## src/design/lcdc_map.svh

```systemverilog
// Purpose: Offsets, field positions, reset values and timing for the crossing detector
// Assumes: 32-bit AXI4-Lite register access, one aligned word per register
// Notes:   Definitions only
`ifndef LCDC_MAP_SVH
`define LCDC_MAP_SVH
// ----------------------------------------------------------------------
// Instance base and register byte offsets
// ----------------------------------------------------------------------
`define LCDC_BASE 32'h4001_3000
`define LCDC_BASE_MASK 32'hffff_f000
`define LCDC_OFS_BEGIN 12'h000
`define LCDC_OFS_HALT 12'h004
`define LCDC_OFS_CAPTURE 12'h008
`define LCDC_OFS_VALID 12'h100
`define LCDC_OFS_FALLING 12'h104
`define LCDC_OFS_RISING 12'h108
`define LCDC_OFS_ANYCROSS 12'h10c
`define LCDC_OFS_LINKS 12'h200
`define LCDC_OFS_MASK 12'h300
`define LCDC_OFS_MASK_SET 12'h304
`define LCDC_OFS_MASK_CLR 12'h308
`define LCDC_OFS_OUTCOME 12'h400
`define LCDC_OFS_ENABLE 12'h500
`define LCDC_OFS_PSEL 12'h504
`define LCDC_OFS_REFSRC 12'h508
`define LCDC_OFS_REFPIN 12'h50c
`define LCDC_OFS_LADDER 12'h530
`define LCDC_OFS_CONFIG 12'h534
`define LCDC_OFS_BAND 12'h538
// ----------------------------------------------------------------------
// Field positions, values and timing
// ----------------------------------------------------------------------
`define LCDC_ENABLE_ON 2'h2
`define LCDC_LADDER_UP_LSB 8
`define LCDC_CONFIG_MAIN_BIT 8
`define LCDC_RESET_WORD 32'h0000_0000
`define LCDC_T_START_NS 32'd1000
`define LCDC_CLK_NS 32'd40
`define LCDC_RESP_OKAY 2'h0
`define LCDC_RESP_SLVERR 2'h2
`endif

```

## src/design/lcdc_pkg.sv

```systemverilog
// Purpose: Types shared by the crossing detector files
// Assumes: Constants live in lcdc_map.svh
// Notes:   Types only
package lcdc_pkg;
  // Activity of the detector
  typedef enum logic [1:0] {LCDC_IDLE, LCDC_STARTING, LCDC_RUNNING} lcdc_state_t;
  // Register write request handed from the bus slave
  typedef struct packed {
    logic [31:0] addr;
    logic [31:0] data;
    logic [3:0] strb;
  } lcdc_wreq_t;
  // Controls driven towards the analog core
  typedef struct packed {
    logic powered;
    logic [2:0] pos_sel;
    logic [2:0] ref_src;
    logic [2:0] ref_pin;
    logic single_ended;
    logic [1:0] speed;
    logic band_en;
    logic [5:0] ladder_code;
  } lcdc_ana_ctl_t;
endpackage

```

## src/design/lcdc_axil_slave.sv

```systemverilog
// Purpose: AXI4-Lite slave front end for the crossing detector registers
// Assumes: One write and one read outstanding at most
// Notes:   Write pulse in the cycle both halves are held; read data one cycle after AR
`timescale 1ns/1ps
module lcdc_axil_slave
  import lcdc_pkg::*;
(
  input wire logic clk_i,
  input wire logic sys_rst_i,
  input wire logic [31:0] s_axi_awaddr,
  input wire logic s_axi_awvalid,
  output logic s_axi_awready,
  input wire logic [31:0] s_axi_wdata,
  input wire logic [3:0] s_axi_wstrb,
  input wire logic s_axi_wvalid,
  output logic s_axi_wready,
  output logic [1:0] s_axi_bresp,
  output logic s_axi_bvalid,
  input wire logic s_axi_bready,
  input wire logic [31:0] s_axi_araddr,
  input wire logic s_axi_arvalid,
  output logic s_axi_arready,
  output logic [31:0] s_axi_rdata,
  output logic [1:0] s_axi_rresp,
  output logic s_axi_rvalid,
  input wire logic s_axi_rready,
  output lcdc_wreq_t wreq_o,
  output logic wr_o,
  input wire logic wr_err_i,
  output logic rd_o,
  input wire logic [31:0] rd_data_i,
  input wire logic rd_err_i
);
  `include "lcdc_map.svh"
  logic aw_have_q; // Address half held
  logic w_have_q; // Data half held
  logic bvalid_q;
  logic [1:0] bresp_q;
  logic rvalid_q;
  logic [1:0] rresp_q;
  logic [31:0] rdata_q;
  lcdc_wreq_t wreq_q; // Collected write request

  // Each half is taken only while its slot is free and no response waits
  assign s_axi_awready = !aw_have_q && !bvalid_q;
  assign s_axi_wready = !w_have_q && !bvalid_q;
  assign s_axi_arready = !rvalid_q;
  assign wr_o = aw_have_q && w_have_q && !bvalid_q;
  assign rd_o = s_axi_arvalid && s_axi_arready;
  assign wreq_o = wreq_q;
  assign s_axi_bvalid = bvalid_q;
  assign s_axi_bresp = bresp_q;
  assign s_axi_rvalid = rvalid_q;
  assign s_axi_rresp = rresp_q;
  assign s_axi_rdata = rdata_q;

  // Write channel: collect halves in either order, then answer
  always_ff @(posedge clk_i) begin
    if (sys_rst_i) begin
      aw_have_q <= 1'b0;
      w_have_q <= 1'b0;
      bvalid_q <= 1'b0;
      bresp_q <= `LCDC_RESP_OKAY;
      wreq_q <= '0;
    end else begin
      if (s_axi_awvalid && s_axi_awready) begin
        aw_have_q <= 1'b1;
        wreq_q.addr <= s_axi_awaddr;
      end
      if (s_axi_wvalid && s_axi_wready) begin
        w_have_q <= 1'b1;
        wreq_q.data <= s_axi_wdata;
        wreq_q.strb <= s_axi_wstrb;
      end
      if (wr_o) begin
        aw_have_q <= 1'b0;
        w_have_q <= 1'b0;
        bvalid_q <= 1'b1;
        bresp_q <= wr_err_i ? `LCDC_RESP_SLVERR : `LCDC_RESP_OKAY;
      end else if (bvalid_q && s_axi_bready) begin
        bvalid_q <= 1'b0;
      end
    end
  end

  // Read channel: register the data one cycle after the address
  always_ff @(posedge clk_i) begin
    if (sys_rst_i) begin
      rvalid_q <= 1'b0;
      rresp_q <= `LCDC_RESP_OKAY;
      rdata_q <= `LCDC_RESET_WORD;
    end else if (rd_o) begin
      rvalid_q <= 1'b1;
      rresp_q <= rd_err_i ? `LCDC_RESP_SLVERR : `LCDC_RESP_OKAY;
      rdata_q <= rd_data_i;
    end else if (rvalid_q && s_axi_rready) begin
      rvalid_q <= 1'b0;
    end
  end
endmodule // lcdc_axil_slave

```

## src/design/lcdc_top.sv

```systemverilog
// Purpose: Control and event logic around an analog level crossing comparator
// Assumes: cmp_above_i is already synchronous to clk_i; registers over AXI4-Lite
// Notes:   Startup wait is a parameter so simulation can shorten it
//
// Summary of operation
// - Enabled unit runs between start and stop
// - Ready event after startup interval elapses
// - Crossing event each time inputs cross
// - Up on upward crossing, down on downward
// - Any-crossing event on every crossing too
// - Sample task copies live output to outcome unless idle
// - Differential or single-ended, three speed settings
// - Positive input chosen by select register
// - Differential band applied around negative input
// - Ladder switches lower while above, upper below
// - Upper and lower codes from ladder register
// - Band enable ignored in single-ended mode
// - Pin reference uses outside pin select
// - Event flags at 0x100 through 0x10c
// - Mask at 0x300, set 0x304, clear 0x308
// - Link register at 0x200 chains events to tasks
// - Single instance decoded at base 0x40013000
//
// The AXI4-Lite interface to the registers was decided locally.
`timescale 1ns/1ps
module lcdc_top
  import lcdc_pkg::*;
#(
  parameter int unsigned STARTUP_NS = `LCDC_T_START_NS
)(
  input wire logic clk_i,
  input wire logic sys_rst_i,
  input wire logic [31:0] s_axi_awaddr,
  input wire logic s_axi_awvalid,
  output logic s_axi_awready,
  input wire logic [31:0] s_axi_wdata,
  input wire logic [3:0] s_axi_wstrb,
  input wire logic s_axi_wvalid,
  output logic s_axi_wready,
  output logic [1:0] s_axi_bresp,
  output logic s_axi_bvalid,
  input wire logic s_axi_bready,
  input wire logic [31:0] s_axi_araddr,
  input wire logic s_axi_arvalid,
  output logic s_axi_arready,
  output logic [31:0] s_axi_rdata,
  output logic [1:0] s_axi_rresp,
  output logic s_axi_rvalid,
  input wire logic s_axi_rready,
  input wire logic cmp_above_i,
  output lcdc_ana_ctl_t ana_ctl_o,
  output logic irq_o
);
  `include "lcdc_map.svh"

  // ----------------------------------------------------------------------
  // Constants
  // ----------------------------------------------------------------------
  // Least wait, rounded up to whole cycles, never below one
  localparam int unsigned START_CYC_RAW = (STARTUP_NS + `LCDC_CLK_NS - 1) / `LCDC_CLK_NS;
  localparam int unsigned START_CYC = (START_CYC_RAW < 1) ? 1 : START_CYC_RAW;
  localparam int unsigned EV_READY = 0; // Flag and mask bit of each event
  localparam int unsigned EV_DOWN = 1;
  localparam int unsigned EV_UP = 2;
  localparam int unsigned EV_CROSS = 3;

  // ----------------------------------------------------------------------
  // Decoding helpers
  // ----------------------------------------------------------------------
  // True when an address falls on a mapped register of this instance
  function automatic logic lcdc_mapped(input logic [31:0] a);
    logic hit;
    hit = 1'b0;
    if ((a & `LCDC_BASE_MASK) == `LCDC_BASE && a[1:0] == 2'h0) begin
      case (a[11:0])
        `LCDC_OFS_BEGIN, `LCDC_OFS_HALT, `LCDC_OFS_CAPTURE,
        `LCDC_OFS_VALID, `LCDC_OFS_FALLING, `LCDC_OFS_RISING,
        `LCDC_OFS_ANYCROSS, `LCDC_OFS_LINKS, `LCDC_OFS_MASK,
        `LCDC_OFS_MASK_SET, `LCDC_OFS_MASK_CLR, `LCDC_OFS_OUTCOME,
        `LCDC_OFS_ENABLE, `LCDC_OFS_PSEL, `LCDC_OFS_REFSRC,
        `LCDC_OFS_REFPIN, `LCDC_OFS_LADDER, `LCDC_OFS_CONFIG,
        `LCDC_OFS_BAND: hit = 1'b1;
        default: hit = 1'b0;
      endcase
    end
    return hit;
  endfunction

  // Byte-lane merge of a write into a stored word
  function automatic logic [31:0] lcdc_merge(input logic [31:0] old_w,
                                             input logic [31:0] new_w,
                                             input logic [3:0] strb);
    logic [31:0] res;
    res = old_w;
    for (int b = 0; b < 4; b++) begin
      if (strb[b]) begin
        res[8*b +: 8] = new_w[8*b +: 8];
      end
    end
    return res;
  endfunction

  // ----------------------------------------------------------------------
  // Bus slave
  // ----------------------------------------------------------------------
  lcdc_wreq_t wreq; // Write request from the slave
  logic wr; // One-cycle write strobe
  logic rd; // One-cycle read strobe
  logic [31:0] rd_data; // Read mux output
  logic wr_hit; // Write lands on a mapped register
  logic [11:0] wofs; // Write offset within the instance

  lcdc_axil_slave u_slave (
    .clk_i(clk_i),
    .sys_rst_i(sys_rst_i),
    .s_axi_awaddr(s_axi_awaddr),
    .s_axi_awvalid(s_axi_awvalid),
    .s_axi_awready(s_axi_awready),
    .s_axi_wdata(s_axi_wdata),
    .s_axi_wstrb(s_axi_wstrb),
    .s_axi_wvalid(s_axi_wvalid),
    .s_axi_wready(s_axi_wready),
    .s_axi_bresp(s_axi_bresp),
    .s_axi_bvalid(s_axi_bvalid),
    .s_axi_bready(s_axi_bready),
    .s_axi_araddr(s_axi_araddr),
    .s_axi_arvalid(s_axi_arvalid),
    .s_axi_arready(s_axi_arready),
    .s_axi_rdata(s_axi_rdata),
    .s_axi_rresp(s_axi_rresp),
    .s_axi_rvalid(s_axi_rvalid),
    .s_axi_rready(s_axi_rready),
    .wreq_o(wreq),
    .wr_o(wr),
    .wr_err_i(!wr_hit),
    .rd_o(rd),
    .rd_data_i(rd_data),
    .rd_err_i(!lcdc_mapped(s_axi_araddr))
  );

  assign wr_hit = lcdc_mapped(wreq.addr);
  assign wofs = wreq.addr[11:0];

  // Write strobe for one offset, only on a mapped hit
  function automatic logic wr_to(input logic [11:0] ofs, input logic w,
                                 input logic h, input logic [11:0] cur);
    return w && h && (cur == ofs);
  endfunction

  // ----------------------------------------------------------------------
  // Configuration registers
  // ----------------------------------------------------------------------
  logic [1:0] enable_q; // Unit enable field
  logic [2:0] psel_q; // Positive input select
  logic [2:0] refsrc_q; // Ladder reference source
  logic [2:0] refpin_q; // Outside reference pin
  logic [5:0] up_code_q; // upper_level_code
  logic [5:0] down_code_q; // lower_level_code
  logic [1:0] speed_q; // Low-power, normal, high-speed
  logic main_se_q; // 1 selects single-ended
  logic band_q; // diff_band_enable
  logic [4:0] links_q; // event_task_links
  logic [3:0] mask_q; // irq_mask
  logic [31:0] ladder_w; // Merged ladder word
  logic [31:0] config_w; // Merged config word
  logic unit_on; // Unit is enabled

  assign ladder_w = lcdc_merge({18'h0, up_code_q, 2'h0, down_code_q}, wreq.data, wreq.strb);
  assign config_w = lcdc_merge({23'h0, main_se_q, 6'h0, speed_q}, wreq.data, wreq.strb);
  assign unit_on = (enable_q == `LCDC_ENABLE_ON);

  // Plain configuration storage
  always_ff @(posedge clk_i) begin
    if (sys_rst_i) begin
      enable_q <= 2'h0;
      psel_q <= 3'h0;
      refsrc_q <= 3'h0;
      refpin_q <= 3'h0;
      up_code_q <= 6'h0;
      down_code_q <= 6'h0;
      speed_q <= 2'h0;
      main_se_q <= 1'b0;
      band_q <= 1'b0;
      links_q <= 5'h0;
    end else begin
      if (wr_to(`LCDC_OFS_ENABLE, wr, wr_hit, wofs) && wreq.strb[0]) begin
        enable_q <= wreq.data[1:0];
      end
      if (wr_to(`LCDC_OFS_PSEL, wr, wr_hit, wofs) && wreq.strb[0]) begin
        psel_q <= wreq.data[2:0];
      end
      if (wr_to(`LCDC_OFS_REFSRC, wr, wr_hit, wofs) && wreq.strb[0]) begin
        refsrc_q <= wreq.data[2:0];
      end
      if (wr_to(`LCDC_OFS_REFPIN, wr, wr_hit, wofs) && wreq.strb[0]) begin
        refpin_q <= wreq.data[2:0];
      end
      if (wr_to(`LCDC_OFS_LADDER, wr, wr_hit, wofs)) begin
        up_code_q <= ladder_w[`LCDC_LADDER_UP_LSB +: 6];
        down_code_q <= ladder_w[5:0];
      end
      if (wr_to(`LCDC_OFS_CONFIG, wr, wr_hit, wofs)) begin
        speed_q <= config_w[1:0];
        main_se_q <= config_w[`LCDC_CONFIG_MAIN_BIT];
      end
      if (wr_to(`LCDC_OFS_BAND, wr, wr_hit, wofs) && wreq.strb[0]) begin
        band_q <= wreq.data[0];
      end
      if (wr_to(`LCDC_OFS_LINKS, wr, wr_hit, wofs) && wreq.strb[0]) begin
        links_q <= wreq.data[4:0];
      end
    end
  end

  // Mask: direct write, set-only and clear-only companions
  always_ff @(posedge clk_i) begin
    if (sys_rst_i) begin
      mask_q <= 4'h0;
    end else if (wreq.strb[0]) begin
      if (wr_to(`LCDC_OFS_MASK, wr, wr_hit, wofs)) begin
        mask_q <= wreq.data[3:0];
      end else if (wr_to(`LCDC_OFS_MASK_SET, wr, wr_hit, wofs)) begin
        mask_q <= mask_q | wreq.data[3:0];
      end else if (wr_to(`LCDC_OFS_MASK_CLR, wr, wr_hit, wofs)) begin
        mask_q <= mask_q & ~wreq.data[3:0];
      end
    end
  end

  // ----------------------------------------------------------------------
  // Tasks, run control and events
  // ----------------------------------------------------------------------
  logic [3:0] ev; // One-cycle event pulses
  logic t_start; // Start task this cycle
  logic t_halt_sw; // Software stop write this cycle
  logic t_stop; // Stop task this cycle
  logic t_sample; // Sample task this cycle
  lcdc_state_t state_q;
  logic [31:0] wait_q; // Startup countdown
  logic prev_q; // Output level seen last cycle, in any run state
  logic outcome_q; // Captured result
  logic [3:0] flag_q; // Sticky event flags

  // Software writes of 1 pulse a task; chained events add to the stop and sample tasks
  assign t_start = wr_to(`LCDC_OFS_BEGIN, wr, wr_hit, wofs) && wreq.data[0];
  assign t_halt_sw = wr_to(`LCDC_OFS_HALT, wr, wr_hit, wofs) && wreq.data[0];
  assign t_stop = t_halt_sw
                  || (links_q[1] && ev[EV_READY]) || (links_q[2] && ev[EV_DOWN])
                  || (links_q[3] && ev[EV_UP]) || (links_q[4] && ev[EV_CROSS]);
  assign t_sample = (wr_to(`LCDC_OFS_CAPTURE, wr, wr_hit, wofs) && wreq.data[0])
                    || (links_q[0] && ev[EV_READY]);

  // Run state: stop wins over start; disabling the unit also halts it
  always_ff @(posedge clk_i) begin
    if (sys_rst_i) begin
      state_q <= LCDC_IDLE;
      wait_q <= 32'h0;
    end else if (!unit_on || t_stop) begin
      state_q <= LCDC_IDLE;
    end else begin
      case (state_q)
        LCDC_IDLE: begin
          if (t_start) begin
            state_q <= LCDC_STARTING;
            wait_q <= 32'(START_CYC - 1);
          end
        end
        LCDC_STARTING: begin
          if (wait_q == 32'h0) begin
            state_q <= LCDC_RUNNING;
          end else begin
            wait_q <= wait_q - 32'h1;
          end
        end
        LCDC_RUNNING: state_q <= LCDC_RUNNING;
        default: state_q <= LCDC_IDLE;
      endcase
    end
  end

  // Track the last level every cycle, whatever the run state
  always_ff @(posedge clk_i) begin
    if (sys_rst_i) begin
      prev_q <= 1'b0;
    end else begin
      prev_q <= cmp_above_i;
    end
  end

  // Event pulses
  always_comb begin
    ev = 4'h0;
    // Only a software stop suppresses ready; a linked stop would loop back here
    ev[EV_READY] = (state_q == LCDC_STARTING) && (wait_q == 32'h0)
                   && unit_on && !t_halt_sw;
    if (state_q == LCDC_RUNNING) begin
      ev[EV_UP] = cmp_above_i && !prev_q;
      ev[EV_DOWN] = !cmp_above_i && prev_q;
      ev[EV_CROSS] = cmp_above_i != prev_q;
    end
  end

  // Sticky flags: hardware set wins over a software write
  generate
    for (genvar g = 0; g < 4; g++) begin : g_flag
      logic wr_flag;
      assign wr_flag = wr_to(`LCDC_OFS_VALID + 12'(4 * g), wr, wr_hit, wofs) && wreq.strb[0];
      always_ff @(posedge clk_i) begin
        if (sys_rst_i) begin
          flag_q[g] <= 1'b0;
        end else if (ev[g]) begin
          flag_q[g] <= 1'b1;
        end else if (wr_flag) begin
          flag_q[g] <= wreq.data[0];
        end
      end
    end
  endgenerate

  // Sample task captures the live comparator output unless idle
  always_ff @(posedge clk_i) begin
    if (sys_rst_i) begin
      outcome_q <= 1'b0;
    end else if (t_sample && state_q != LCDC_IDLE) begin
      outcome_q <= cmp_above_i;
    end
  end

  // Interrupt line follows any set flag that is unmasked
  always_ff @(posedge clk_i) begin
    if (sys_rst_i) begin
      irq_o <= 1'b0;
    end else begin
      irq_o <= |(flag_q & mask_q);
    end
  end

  // ----------------------------------------------------------------------
  // Analog controls
  // ----------------------------------------------------------------------
  always_ff @(posedge clk_i) begin
    if (sys_rst_i) begin
      ana_ctl_o <= '0;
    end else begin
      ana_ctl_o.powered <= unit_on && (state_q != LCDC_IDLE);
      ana_ctl_o.pos_sel <= psel_q;
      ana_ctl_o.ref_src <= refsrc_q;
      ana_ctl_o.ref_pin <= refpin_q;
      ana_ctl_o.single_ended <= main_se_q;
      ana_ctl_o.speed <= speed_q;
      ana_ctl_o.band_en <= band_q && !main_se_q;
      // Above selects the lower level, below the upper level
      ana_ctl_o.ladder_code <= cmp_above_i ? down_code_q : up_code_q;
    end
  end

  // ----------------------------------------------------------------------
  // Read mux
  // ----------------------------------------------------------------------
  always_comb begin
    rd_data = `LCDC_RESET_WORD;
    if (lcdc_mapped(s_axi_araddr)) begin
      case (s_axi_araddr[11:0])
        `LCDC_OFS_VALID: rd_data[0] = flag_q[EV_READY];
        `LCDC_OFS_FALLING: rd_data[0] = flag_q[EV_DOWN];
        `LCDC_OFS_RISING: rd_data[0] = flag_q[EV_UP];
        `LCDC_OFS_ANYCROSS: rd_data[0] = flag_q[EV_CROSS];
        `LCDC_OFS_LINKS: rd_data[4:0] = links_q;
        `LCDC_OFS_MASK, `LCDC_OFS_MASK_SET, `LCDC_OFS_MASK_CLR: rd_data[3:0] = mask_q;
        `LCDC_OFS_OUTCOME: rd_data[0] = outcome_q;
        `LCDC_OFS_ENABLE: rd_data[1:0] = enable_q;
        `LCDC_OFS_PSEL: rd_data[2:0] = psel_q;
        `LCDC_OFS_REFSRC: rd_data[2:0] = refsrc_q;
        `LCDC_OFS_REFPIN: rd_data[2:0] = refpin_q;
        `LCDC_OFS_LADDER: rd_data[13:0] = {up_code_q, 2'h0, down_code_q};
        `LCDC_OFS_CONFIG: rd_data[8:0] = {main_se_q, 6'h0, speed_q};
        `LCDC_OFS_BAND: rd_data[0] = band_q;
        default: rd_data = `LCDC_RESET_WORD; // Tasks read as zero
      endcase
    end
  end
endmodule // lcdc_top

```

## config.mk

```make
export PLATFORM = sky130hd
export DESIGN_NAME = lcdc_top
export DESIGN_NICKNAME = d
export VERILOG_FILES = /design/src/design/lcdc_pkg.sv /design/src/design/lcdc_axil_slave.sv /design/src/design/lcdc_top.sv
export VERILOG_INCLUDE_DIRS = /design/src /design/src/design
export SDC_FILE = /design/constraint.sdc
export NUM_CORES = 1
export LEC_CHECK = 0
export ABC_AREA = 1
export BUFFER_PORTS_ARGS = -buffer_cell sky130_fd_sc_hd__buf_2
export CAP_MARGIN = 20
export CORE_MARGIN = 2
export CORE_UTILIZATION = 50
export CTS_BUF_LIST = sky130_fd_sc_hd__clkbuf_16
export CTS_CLUSTER_DIAMETER = 50
export DETAILED_ROUTE_END_ITERATION = 10
export GPL_TIMING_DRIVEN = 0
export PLACE_DENSITY = 0.74
export SLEW_MARGIN = 10
export SYNTH_ARGS = -nofsm -noshare
export SYNTH_HDL_FRONTEND = slang
export SYNTH_SLANG_ARGS = --single-unit
```

## constraint.sdc

```tcl
create_clock -name clk_i -period 3.5 [get_ports clk_i]
set_input_delay 0.525 -clock clk_i [delete_from_list [all_inputs] [get_ports clk_i]]
set_output_delay 0.525 -clock clk_i [all_outputs]
set_load 0.005 [all_outputs]
```

==> results.toml, run 1 <==
[global_routing]
grt_use_total_pct = 25.1
grt_pass1_wl_um = 35800
grt_overflow = 0
grt_max_degree = 17
grt_antenna_before_repair = 0
first_global_vias = 7300

[placed_design]
io_buffers = 125
hpwl_um = 16600
gp_congestion = 0.917

[timing]
period_share_pct = 65.4
rsz0062_at_grt = "false"
worst_pin_slew_ns = 0.797
max_slew_margin_pct = 46.4
clock_skew_ns = 0.0119
clock.fmax_ghz = 0.437
tns_ns = 0
period_needed_ns = 2.29
setup_viol = 0
hold_viol = 0
drv_slew = 0

[worst_setup_path]
crit_type = "reg2reg"
crit_chain = "inv_1, ha_1, nand3_1, nor2_1, nand4_1, nor2_1, nand2_1, nor2_1, nand3_1, inv_1, nor2_4, buf_6, nand3_1, nand2_1, nor2_1"
end_kind = "flop"
cp_max_fo = 10
start_kind = "flop"
cp_common_cell = "nor2_1"
rr_worst_depth = 15
crit_required_ns = 3.87
cp.arrival_ns = 2.65
crit_path_top_delay_cell = "dfxtp_1"
cpPeakStageDelay_ns = 0.34

[final_layout]
fill_cells = 1542
diodes = 0
areaGrowthSynthToFinish_pct = 18.8
drive_gt1_share_pct = 16.8
finalNetCount = 1503
finish.utilization_pct = 61.1

[flow_run]
cap_violations = 0

[cts]
cts_resized = 0
clk_pin_slew_worst_paths_ns = 0.07
root_buffer = "clkbuf_16"
cts_tree = "done"
numCtsBuffers = 17
clk_path_buf_depth = 2
clock_latency_ns = 0.44
postCtsSetupBuffers = 0
cts.htree.levels = 4
hold_buffers = 0
clkSinkCount = 161

[route]
detail-route-antenna-nets = 0
wl_um = 21900
routedWlPerCell_um = 13.5
via_count = 8237
drtIter0Drc = 623
viasPerCell = 5.09
drt-pass1-iter-count = 6
drc = 0

[floorplan]
io-pin-count = 170
row_count = 46
initial_utilization_pct = 51.5
core_area_um2 = 16000
die_h_um = 132
dieArea_um2 = 17500
die_x_um = 132

[yosys]
yosysWarnings = 0
synth_edf_count = 0
synth_top_cell_by_area = "dfxtp_1"
synthArstFlopShare_pct = 0
synth_area_um2 = 8240
synth_cells = 1223
synth_top_area_share_pct = 39.1
synth_commonest_cells = "nor2_1 (260), nand2_1 (169), dfxtp_1 (161)"
avgSynthCellArea_um2 = 6.73
synth_cell_type_count = 41
synth.area.top_cells = "dfxtp_1 (39%), nor2_1 (12%), nand2_1 (7.7%), inv_1 (6.1%), nand3_1 (5.8%)"
synth-main-ff-cell = "dfxtp_1"
yosysMostFrequentCell = "nor2_1"
ys_ff_latch = 161
ys_seq_area_share_pct = 39.1

[worst_hold_path]
hold_depth = 3
hold_class = "in2reg"

[power]
leakagePower_nw = 4.38
powerDensity_nw_per_um2 = 426
vdd_drop_max_v = 0.000368
power_mw = 4.16

[run_status]
outcome = "complete, no violations"
flip-flops by register name, summed over array words and instances (netlist names), 4 cells and up, named ones only:
| name | flops |
|---|---|
| u_slave.wreq_o | 46 |
| u_slave.s_axi_rdata | 12 |
| ana_ctl_o | 20 |
| flag_q | 4 |
| wait_q | 32 |
| up_code_q | 6 |
| links_q | 5 |
| down_code_q | 6 |
area by class of cell:
cell class              instances  area (um2)  share of cell area, %
flip-flops and latches        161        3220                   32.9
plain buffers                  68         407                   4.16
inverters                     143         537                   5.49
clock inverters                15         146                   1.50
clock buffers                  17         425                   4.35
well taps                     216         270                   2.76
repair buffers                125         626                   6.39
multi-input cells             872        4150                   42.4
cell usage in the layout (no fill, tap or decap), drive strengths merged, types with 8 or more instances in the layout:
master,netlist,routed
a211oi,23,23
a21oi,67,67
buf,40,165
clkbuf,28,45
clkinv,4,8
conb,1,22
dfxtp,161,161
inv,139,149
nand2,179,179
nand3,100,100
nand4,33,33
nor2,276,276
nor3,25,25
nor4,11,11
o21ai,96,96
per-layer routing:
layer  track usage (%)  vias to the layer above  wire [um]
met5                 0                        -          0
met4              6.51                        0        266
met2              38.7                      275       9720
li1                  -                     4298          -
met1              36.1                     3638      10300
met3              4.61                       26       1530
metrics by stage:
step | setup WS, ns | area, um2 | hold WS [ns] | std cells
after detailed placement | 0.974 | 9210 | 0.411 | 1585
after CTS | 1.23 | 9780 | 0.324 | 1617
after global placement | 0.960 | 9210 | 0.408 | 1585
final | 1.21 | 9780 | 0.333 | 1617
after floorplan | 1.56 | 8320 | 0.400 | 1244
after global routing | 1.02 | 9780 | 0.333 | 1617
worst paths after layout:
check | from | end | slack [ns]
setup / recovery | wait_q[0] | wait_q[2] | 1.21
hold / removal | s_axi_awaddr[26] | u_slave.wreq_o[62] | 0.33
setup reg to reg | wait_q[0] | wait_q[2] | 1.21
hold reg to reg | main_se_q | ana_ctl_o[6] | 0.42
where the power goes:
part | internal, mW | switching [mW] | total [mW]
Combinational | 0.146 | 0.257 | 0.403
Sequential | 1.89 | 0.0433 | 1.94
Clock | 1.00 | 0.822 | 1.82
worst max-delay path: cells and delay by family (launching register included):
family | cells | cell delay, ns
flip-flops | 1 | 0.34
AND/OR/NAND/NOR | 11 | 1.31
adder cells (fa/ha/maj) | 1 | 0.21
buffers and inverters | 3 | 0.36
kinds of logic (layout without fill, tap and decap cells):
| group | Yosys count | count (layout) | synth area share (%) |
|---|---|---|---|
| simple gates | 637 | 637 | 34.4 |
| buf+inv | 211 | 368 | 11.5 |
| compound gates | 205 | 205 | 13.8 |
| flops | 161 | 161 | 39.1 |
| fa+ha+maj | 7 | 7 | 1.06 |
| other cells | 1 | 22 | 0.0455 |
| xor+xnor | 1 | 1 | 0.106 |
Note: power is estimated with default switching activity, not from simulation.
==> inputs of run 2 (changes only) <==
==> constraint.sdc (replaced) <==
create_clock -name clk_i -period 2.4 [get_ports clk_i]
set_input_delay 0.36 -clock clk_i [delete_from_list [all_inputs] [get_ports clk_i]]
set_output_delay 0.36 -clock clk_i [all_outputs]
set_load 0.005 [all_outputs]
==> results.toml, run 2 (synthesis results as in run 1) <==
[run_status]
outcome = "complete, no violations"

[global_routing]
grt_max_degree = 17
first_global_vias = 7300
grt_antenna_before_repair = 0
grt_overflow = 0
grt_use_total_pct = 25.1
grt_pass1_wl_um = 35800

[final_layout]
drive_gt1_share_pct = 17.0
fin_cells = 1617
largest_reg_flops = 46
mostFrequentLayoutCell = "nor2_1"
fill_cells = 1540
regArea_um2 = 3220
multiInputGateArea_um2 = 4160
areaGrowthSynthToFinish_pct = 19.0
diodes = 0
layout_common_cells = "nor2_1 (258), nand2_1 (169), dfxtp_1 (161)"
finalNetCount = 1503

[floorplan]
initial_utilization_pct = 51.5
core_area_um2 = 16000
io-pin-count = 170
die_h_um = 132
row_count = 46
die_x_um = 132
dieArea_um2 = 17500

[timing]
clock.fmax_ghz = 0.450
max_slew_margin_pct = 45.8
period_needed_ns = 2.22
clock_skew_ns = 0.0101
worst_pin_slew_ns = 0.813
rsz0062_at_grt = "false"
period_share_pct = 92.6
tns_ns = 0
drv_slew = 0
hold_viol = 0
setup_viol = 0

[flow_run]
cap_violations = 0

[worst_setup_path]
end_kind = "flop"
crit_path_top_delay_cell = "nor3_2"
crit_chain = "nor2_4, nand4_1, nand3b_1, nor3_2, nand3_2, inv_2, nand2_1, a211oi_1"
crit_type = "reg2reg"
rrSetupSlack_ns = 0.18
cp.arrival_ns = 2.54
cpPeakStageDelay_ns = 0.37
crit_required_ns = 2.72
start_kind = "flop"
rr_worst_depth = 8
cp_max_fo = 7

[placed_design]
hpwl_um = 16600
io_buffers = 125
gp_congestion = 0.917
dp_cells = 1585

[power]
p_comb_share_pct = 9.7
p_sw_mw = 1.64
seq_power_share_pct = 46.5
clkPwrFrac_pct = 43.8
leakagePower_nw = 4.39
switching_share_pct = 27.0
powerDensity_nw_per_um2 = 620
power_mw = 6.07
internal_power_mw = 4.44
vdd_drop_max_v = 0.000535

[cts]
clock_latency_ns = 0.43
clkSinkCount = 161
clk_path_buf_depth = 2
cts.htree.levels = 4
root_buffer = "clkbuf_16"
numCtsBuffers = 17
postCtsSetupBuffers = 0
cts_tree = "done"
clk_pin_slew_worst_paths_ns = 0.07

[route]
viasPerCell = 5.10
detail-route-antenna-nets = 0
drc = 0
drtIter0Drc = 631
wl_um = 21900
routedWlPerCell_um = 13.5
via_count = 8253
drt-pass1-iter-count = 7

[worst_hold_path]
hold_depth = 3
hold_class = "in2reg"
## run 2: final cells by class
type,count,area share (%)
clock buffers,17,4.34
clock inverters,15,1.49
well taps,216,2.76
multi-input cells,872,42.5
repair buffers,125,6.38
flip-flops and latches,161,32.9
plain buffers,68,4.15
inverters,143,5.48
## run 2: what timing repair did
item                                    CTS  global route
gates resized for setup                   0             4
endpoints found under the setup margin    0            37
hold buffers                              0             0
## run 2: power groups by stage
stage          clock [mW]  combinational (mW)  sequential, mW
3_3_place_gp            0               0.577            2.88
6_report             2.66               0.588            2.82
3_5_place_dp            0               0.582            2.88
4_1_cts              2.71               0.584            2.82
5_1_grt              2.82               0.671            2.83
2_1_floorplan           0               0.389            2.87
## run 2: worst paths after layout
path                      startpoint                  to
setup reg to reg  u_slave.wreq_o[36]         refpin_q[0]
hold / removal      s_axi_awaddr[26]  u_slave.wreq_o[62]
hold reg to reg            main_se_q        ana_ctl_o[6]
setup / recovery  u_slave.wreq_o[36]         refpin_q[0]
## run 2: layer usage
metal	GRT usage (%)	vias to the layer above	routed length (um)	share of wire [%]
li1	-	4301	-	-
met2	38.7	274	9770	45
met4	6.51	0	232	1.1
met3	4.61	22	1560	7.1
met1	36.1	3656	10300	47
met5	0	-	0	0
## run 2: critical path, delay by kind of cell (launching register included)
| family | cells | cell delay, ns |
|---|---|---|
| buffers and inverters | 1 | 0.17 |
| DFF | 1 | 0.33 |
| and+or+nand+nor | 6 | 1.29 |
| AOI/OAI and AO/OA | 1 | 0.33 |
## run 2: through the flow
stage               utilization [%]  hold slack (ns)  setup WS, ns  cell area [um2]
global placement               57.6            0.408        0.0247             9210
finish                         61.2            0.170         0.177             9800
global route                   61.2            0.168     0.0000184             9800
CTS                            61.1            0.159         0.130             9780
detailed placement             57.6            0.411        0.0391             9210
floorplan                         -            0.400         0.580             8320
==> inputs of run 3 (changes only) <==
--- a/config.mk
+++ b/config.mk
@@ -6,13 +6,11 @@
 export SDC_FILE = /design/constraint.sdc
 export NUM_CORES = 1
 export LEC_CHECK = 0
-export ABC_AREA = 1
 export BUFFER_PORTS_ARGS = -buffer_cell sky130_fd_sc_hd__buf_2
 export CAP_MARGIN = 20
 export CORE_MARGIN = 2
 export CORE_UTILIZATION = 50
 export CTS_BUF_LIST = sky130_fd_sc_hd__clkbuf_16
-export CTS_CLUSTER_DIAMETER = 50
 export DETAILED_ROUTE_END_ITERATION = 10
 export GPL_TIMING_DRIVEN = 0
 export PLACE_DENSITY = 0.74
==> constraint.sdc (replaced) <==
create_clock -name clk_i -period 2.4 [get_ports clk_i]
set_input_delay 0.36 -clock clk_i [delete_from_list [all_inputs] [get_ports clk_i]]
set_output_delay 0.36 -clock clk_i [all_outputs]
set_load 0.1 [all_outputs]
==> results.toml, run 3 <==
[worst_setup_path]
crit_chain = "or4b_4, or3_4, nor4_4, mux2_4, buf_8, buf_8, buf_6, a41oi_2, a21o_1"
cp_max_fo = 7
start_kind = "flop"
end_kind = "flop"
cp_common_cell = "buf_8"
path_delay_family = "simple AND/OR/NAND/NOR gates"
cp.arrival_ns = 2.86
cpPeakStageDelay_ns = 0.55
crit_type = "reg2reg"
crit_path_top_delay_cell = "or4b_4"
crit_required_ns = 2.74
critical_path_buf_inv_count = 3

[run_status]
violations = "setup timing"
outcome = "complete, but fails checks"

[flow_run]
cap_violations = 0

[cts]
cts.htree.levels = 4
cts_tree = "done"
clock_latency_ns = 0.45
clk_path_buf_depth = 2
clk_pin_slew_worst_paths_ns = 0.07
numCtsBuffers = 17
root_buffer = "clkbuf_16"
clkSinkCount = 161

[final_layout]
areaGrowthSynthToFinish_pct = 26.3
fill_cells = 1255
layout_common_cells = "nand2_1 (162), dfxtp_1 (152), buf_2 (128)"
diodes = 0
finish.utilization_pct = 64.5
multiInputGateArea_um2 = 4440
finalNetCount = 1219
largest_reg_flops = 46
regArea_um2 = 3230
drive_gt1_share_pct = 26.9
mostFrequentLayoutCell = "nand2_1"

[timing]
tns_ns = -2.66
setup_slack_ns = -0.113
clock.fmax_ghz = 0.398
setup_viol = 30
clock_skew_ns = 0.0117
max_slew_margin_pct = 47.6
drv_slew = 0
worst_pin_slew_ns = 0.775
period_share_pct = 105
rsz0062_at_grt = "true"
hold_viol = 0
period_needed_ns = 2.51

[yosys]
synth_area_um2 = 7770
synth_commonest_cells = "nand2_1 (162), dfxtp_1 (161), nor2_1 (79)"
yosysMostFrequentCell = "nand2_1"
ys_ff_latch = 161
synth-main-ff-cell = "dfxtp_1"
synth.area.top_cells = "dfxtp_1 (41%), nand2_1 (7.8%), mux2i_1 (5.2%), a21oi_1 (4.3%), nor2_1 (3.8%)"
yosysWarnings = 0
synthArstFlopShare_pct = 0
synth_edf_count = 0
avgSynthCellArea_um2 = 8.42
synth_top_area_share_pct = 41.5
synth_top_cell_by_area = "dfxtp_1"
synth_cells = 923
ys_seq_area_share_pct = 41.5
synth_cell_type_count = 70

[power]
switching_share_pct = 29.7
clkPwrFrac_pct = 42.8
vdd_drop_max_v = 0.000498
seq_power_share_pct = 45.4
powerDensity_nw_per_um2 = 626
leakagePower_nw = 3.98
internal_power_mw = 4.32
p_sw_mw = 1.83
p_comb_share_pct = 11.8

[placed_design]
hpwl_um = 15500
io_buffers = 124
gp_congestion = 0.911

[route]
routedWlPerCell_um = 16.7
via_count = 7569
viasPerCell = 5.80
drtIter0Drc = 720
drc = 0
detail-route-antenna-nets = 0
drt-pass1-iter-count = 5
wl_um = 21900

[global_routing]
grt_max_degree = 18
grtUsageMet2_pct = 41.5
grtUsageMet3_pct = 5.61
grt_antenna_before_repair = 0
grt_pass1_wl_um = 34000
grt_overflow = 0
grt_use_total_pct = 25.9
gr-usage-met1_pct = 35.1
top_usage_layer = "met2"
first_global_vias = 6836

[floorplan]
die_x_um = 129
core_area_um2 = 15200
initial_utilization_pct = 51.1
io-pin-count = 170
die_h_um = 129
dieArea_um2 = 16600
row_count = 45

[worst_hold_path]
hold_class = "in2reg"
## run 3: changes by cell type after synthesis, sizes merged, moves of 13 or more
cell	before	now
nand2	179	162
a41oi	1	19
nand4	33	13
nor2b	0	18
a211oi	23	9
nor2	276	79
o31ai	2	15
clkbuf	28	46
or3	0	15
nand3	100	11
mux2i	0	40
inv	139	14
o21ai	96	27
## run 3: metal layers
metal / share of wire (%) / wire [um]
met5: 0 / 0
met4: 1.5 / 320
met3: 7.2 / 1580
met2: 46 / 10100
met1: 45 / 9840
## run 3: final timing paths
kind / from / end / slack, ns / cells after the start
setup / recovery: u_slave.wreq_o[65] / wait_q[31] / -0.11 / 9
hold / removal: s_axi_rready / u_slave.s_axi_rvalid / 0.09 / 2
setup reg to reg: u_slave.wreq_o[65] / wait_q[31] / -0.11 / 9
hold reg to reg: u_slave.s_axi_rdata[0] / u_slave.s_axi_rdata[0] / 0.46 / 2
## run 3: metrics by stage
stage / hold WS (ns) / instances / setup slack (ns) / total power [mW] / instance area [um2]
after floorplan: 0.431 / 944 / 0.00835 / 3.36 / 7890
after global placement: 0.439 / 1256 / -0.733 / 3.53 / 8750
after detailed placement: 0.445 / 1256 / -0.731 / 3.54 / 8750
after CTS: 0.0936 / 1297 / -0.177 / 6.14 / 9580
after global routing: 0.102 / 1305 / -0.186 / 6.32 / 9810
final: 0.0897 / 1305 / -0.113 / 6.14 / 9810
## run 3: final cells by class
| cell class | instances | area share [%] |
|---|---|---|
| tap | 188 | 2.40 |
| inverter | 14 | 0.574 |
| clock buffer | 17 | 4.34 |
| timing repair buffer | 144 | 8.27 |
| sequential | 161 | 33.0 |
| buffer | 81 | 4.75 |
| multi-input combinational | 685 | 45.3 |
| clock inverter | 15 | 1.43 |
## run 3: power by group through the flow
stage	logic [mW]	registers (mW)	clock network, mW
5_1_grt	0.778	2.80	2.74
2_1_floorplan	0.495	2.86	0
6_report	0.727	2.79	2.63
3_3_place_gp	0.693	2.84	0
4_1_cts	0.711	2.78	2.64
3_5_place_dp	0.700	2.84	0
## run 3: cell families after synthesis
group / count (synthesis) / share of synthesized area, %
other: 1 / 0.0483
buffers and inverters: 98 / 6.33
multiplexers: 42 / 5.44
adder cells (fa/ha/maj): 7 / 1.13
AND/OR/NAND/NOR: 404 / 26.2
AO/OA/AOI/OAI: 210 / 19.3
flip-flops: 161 / 41.5
## run 3: repair_timing
| action | 4_1_cts | 5_1_grt |
|---|---|---|
| gates resized for setup | 44 | 39 |
| pin swaps | 25 | 18 |
| setup endpoints to repair | 68 | 73 |
| setup buffers | 11 | 9 |
| hold buffers | 0 | 0 |
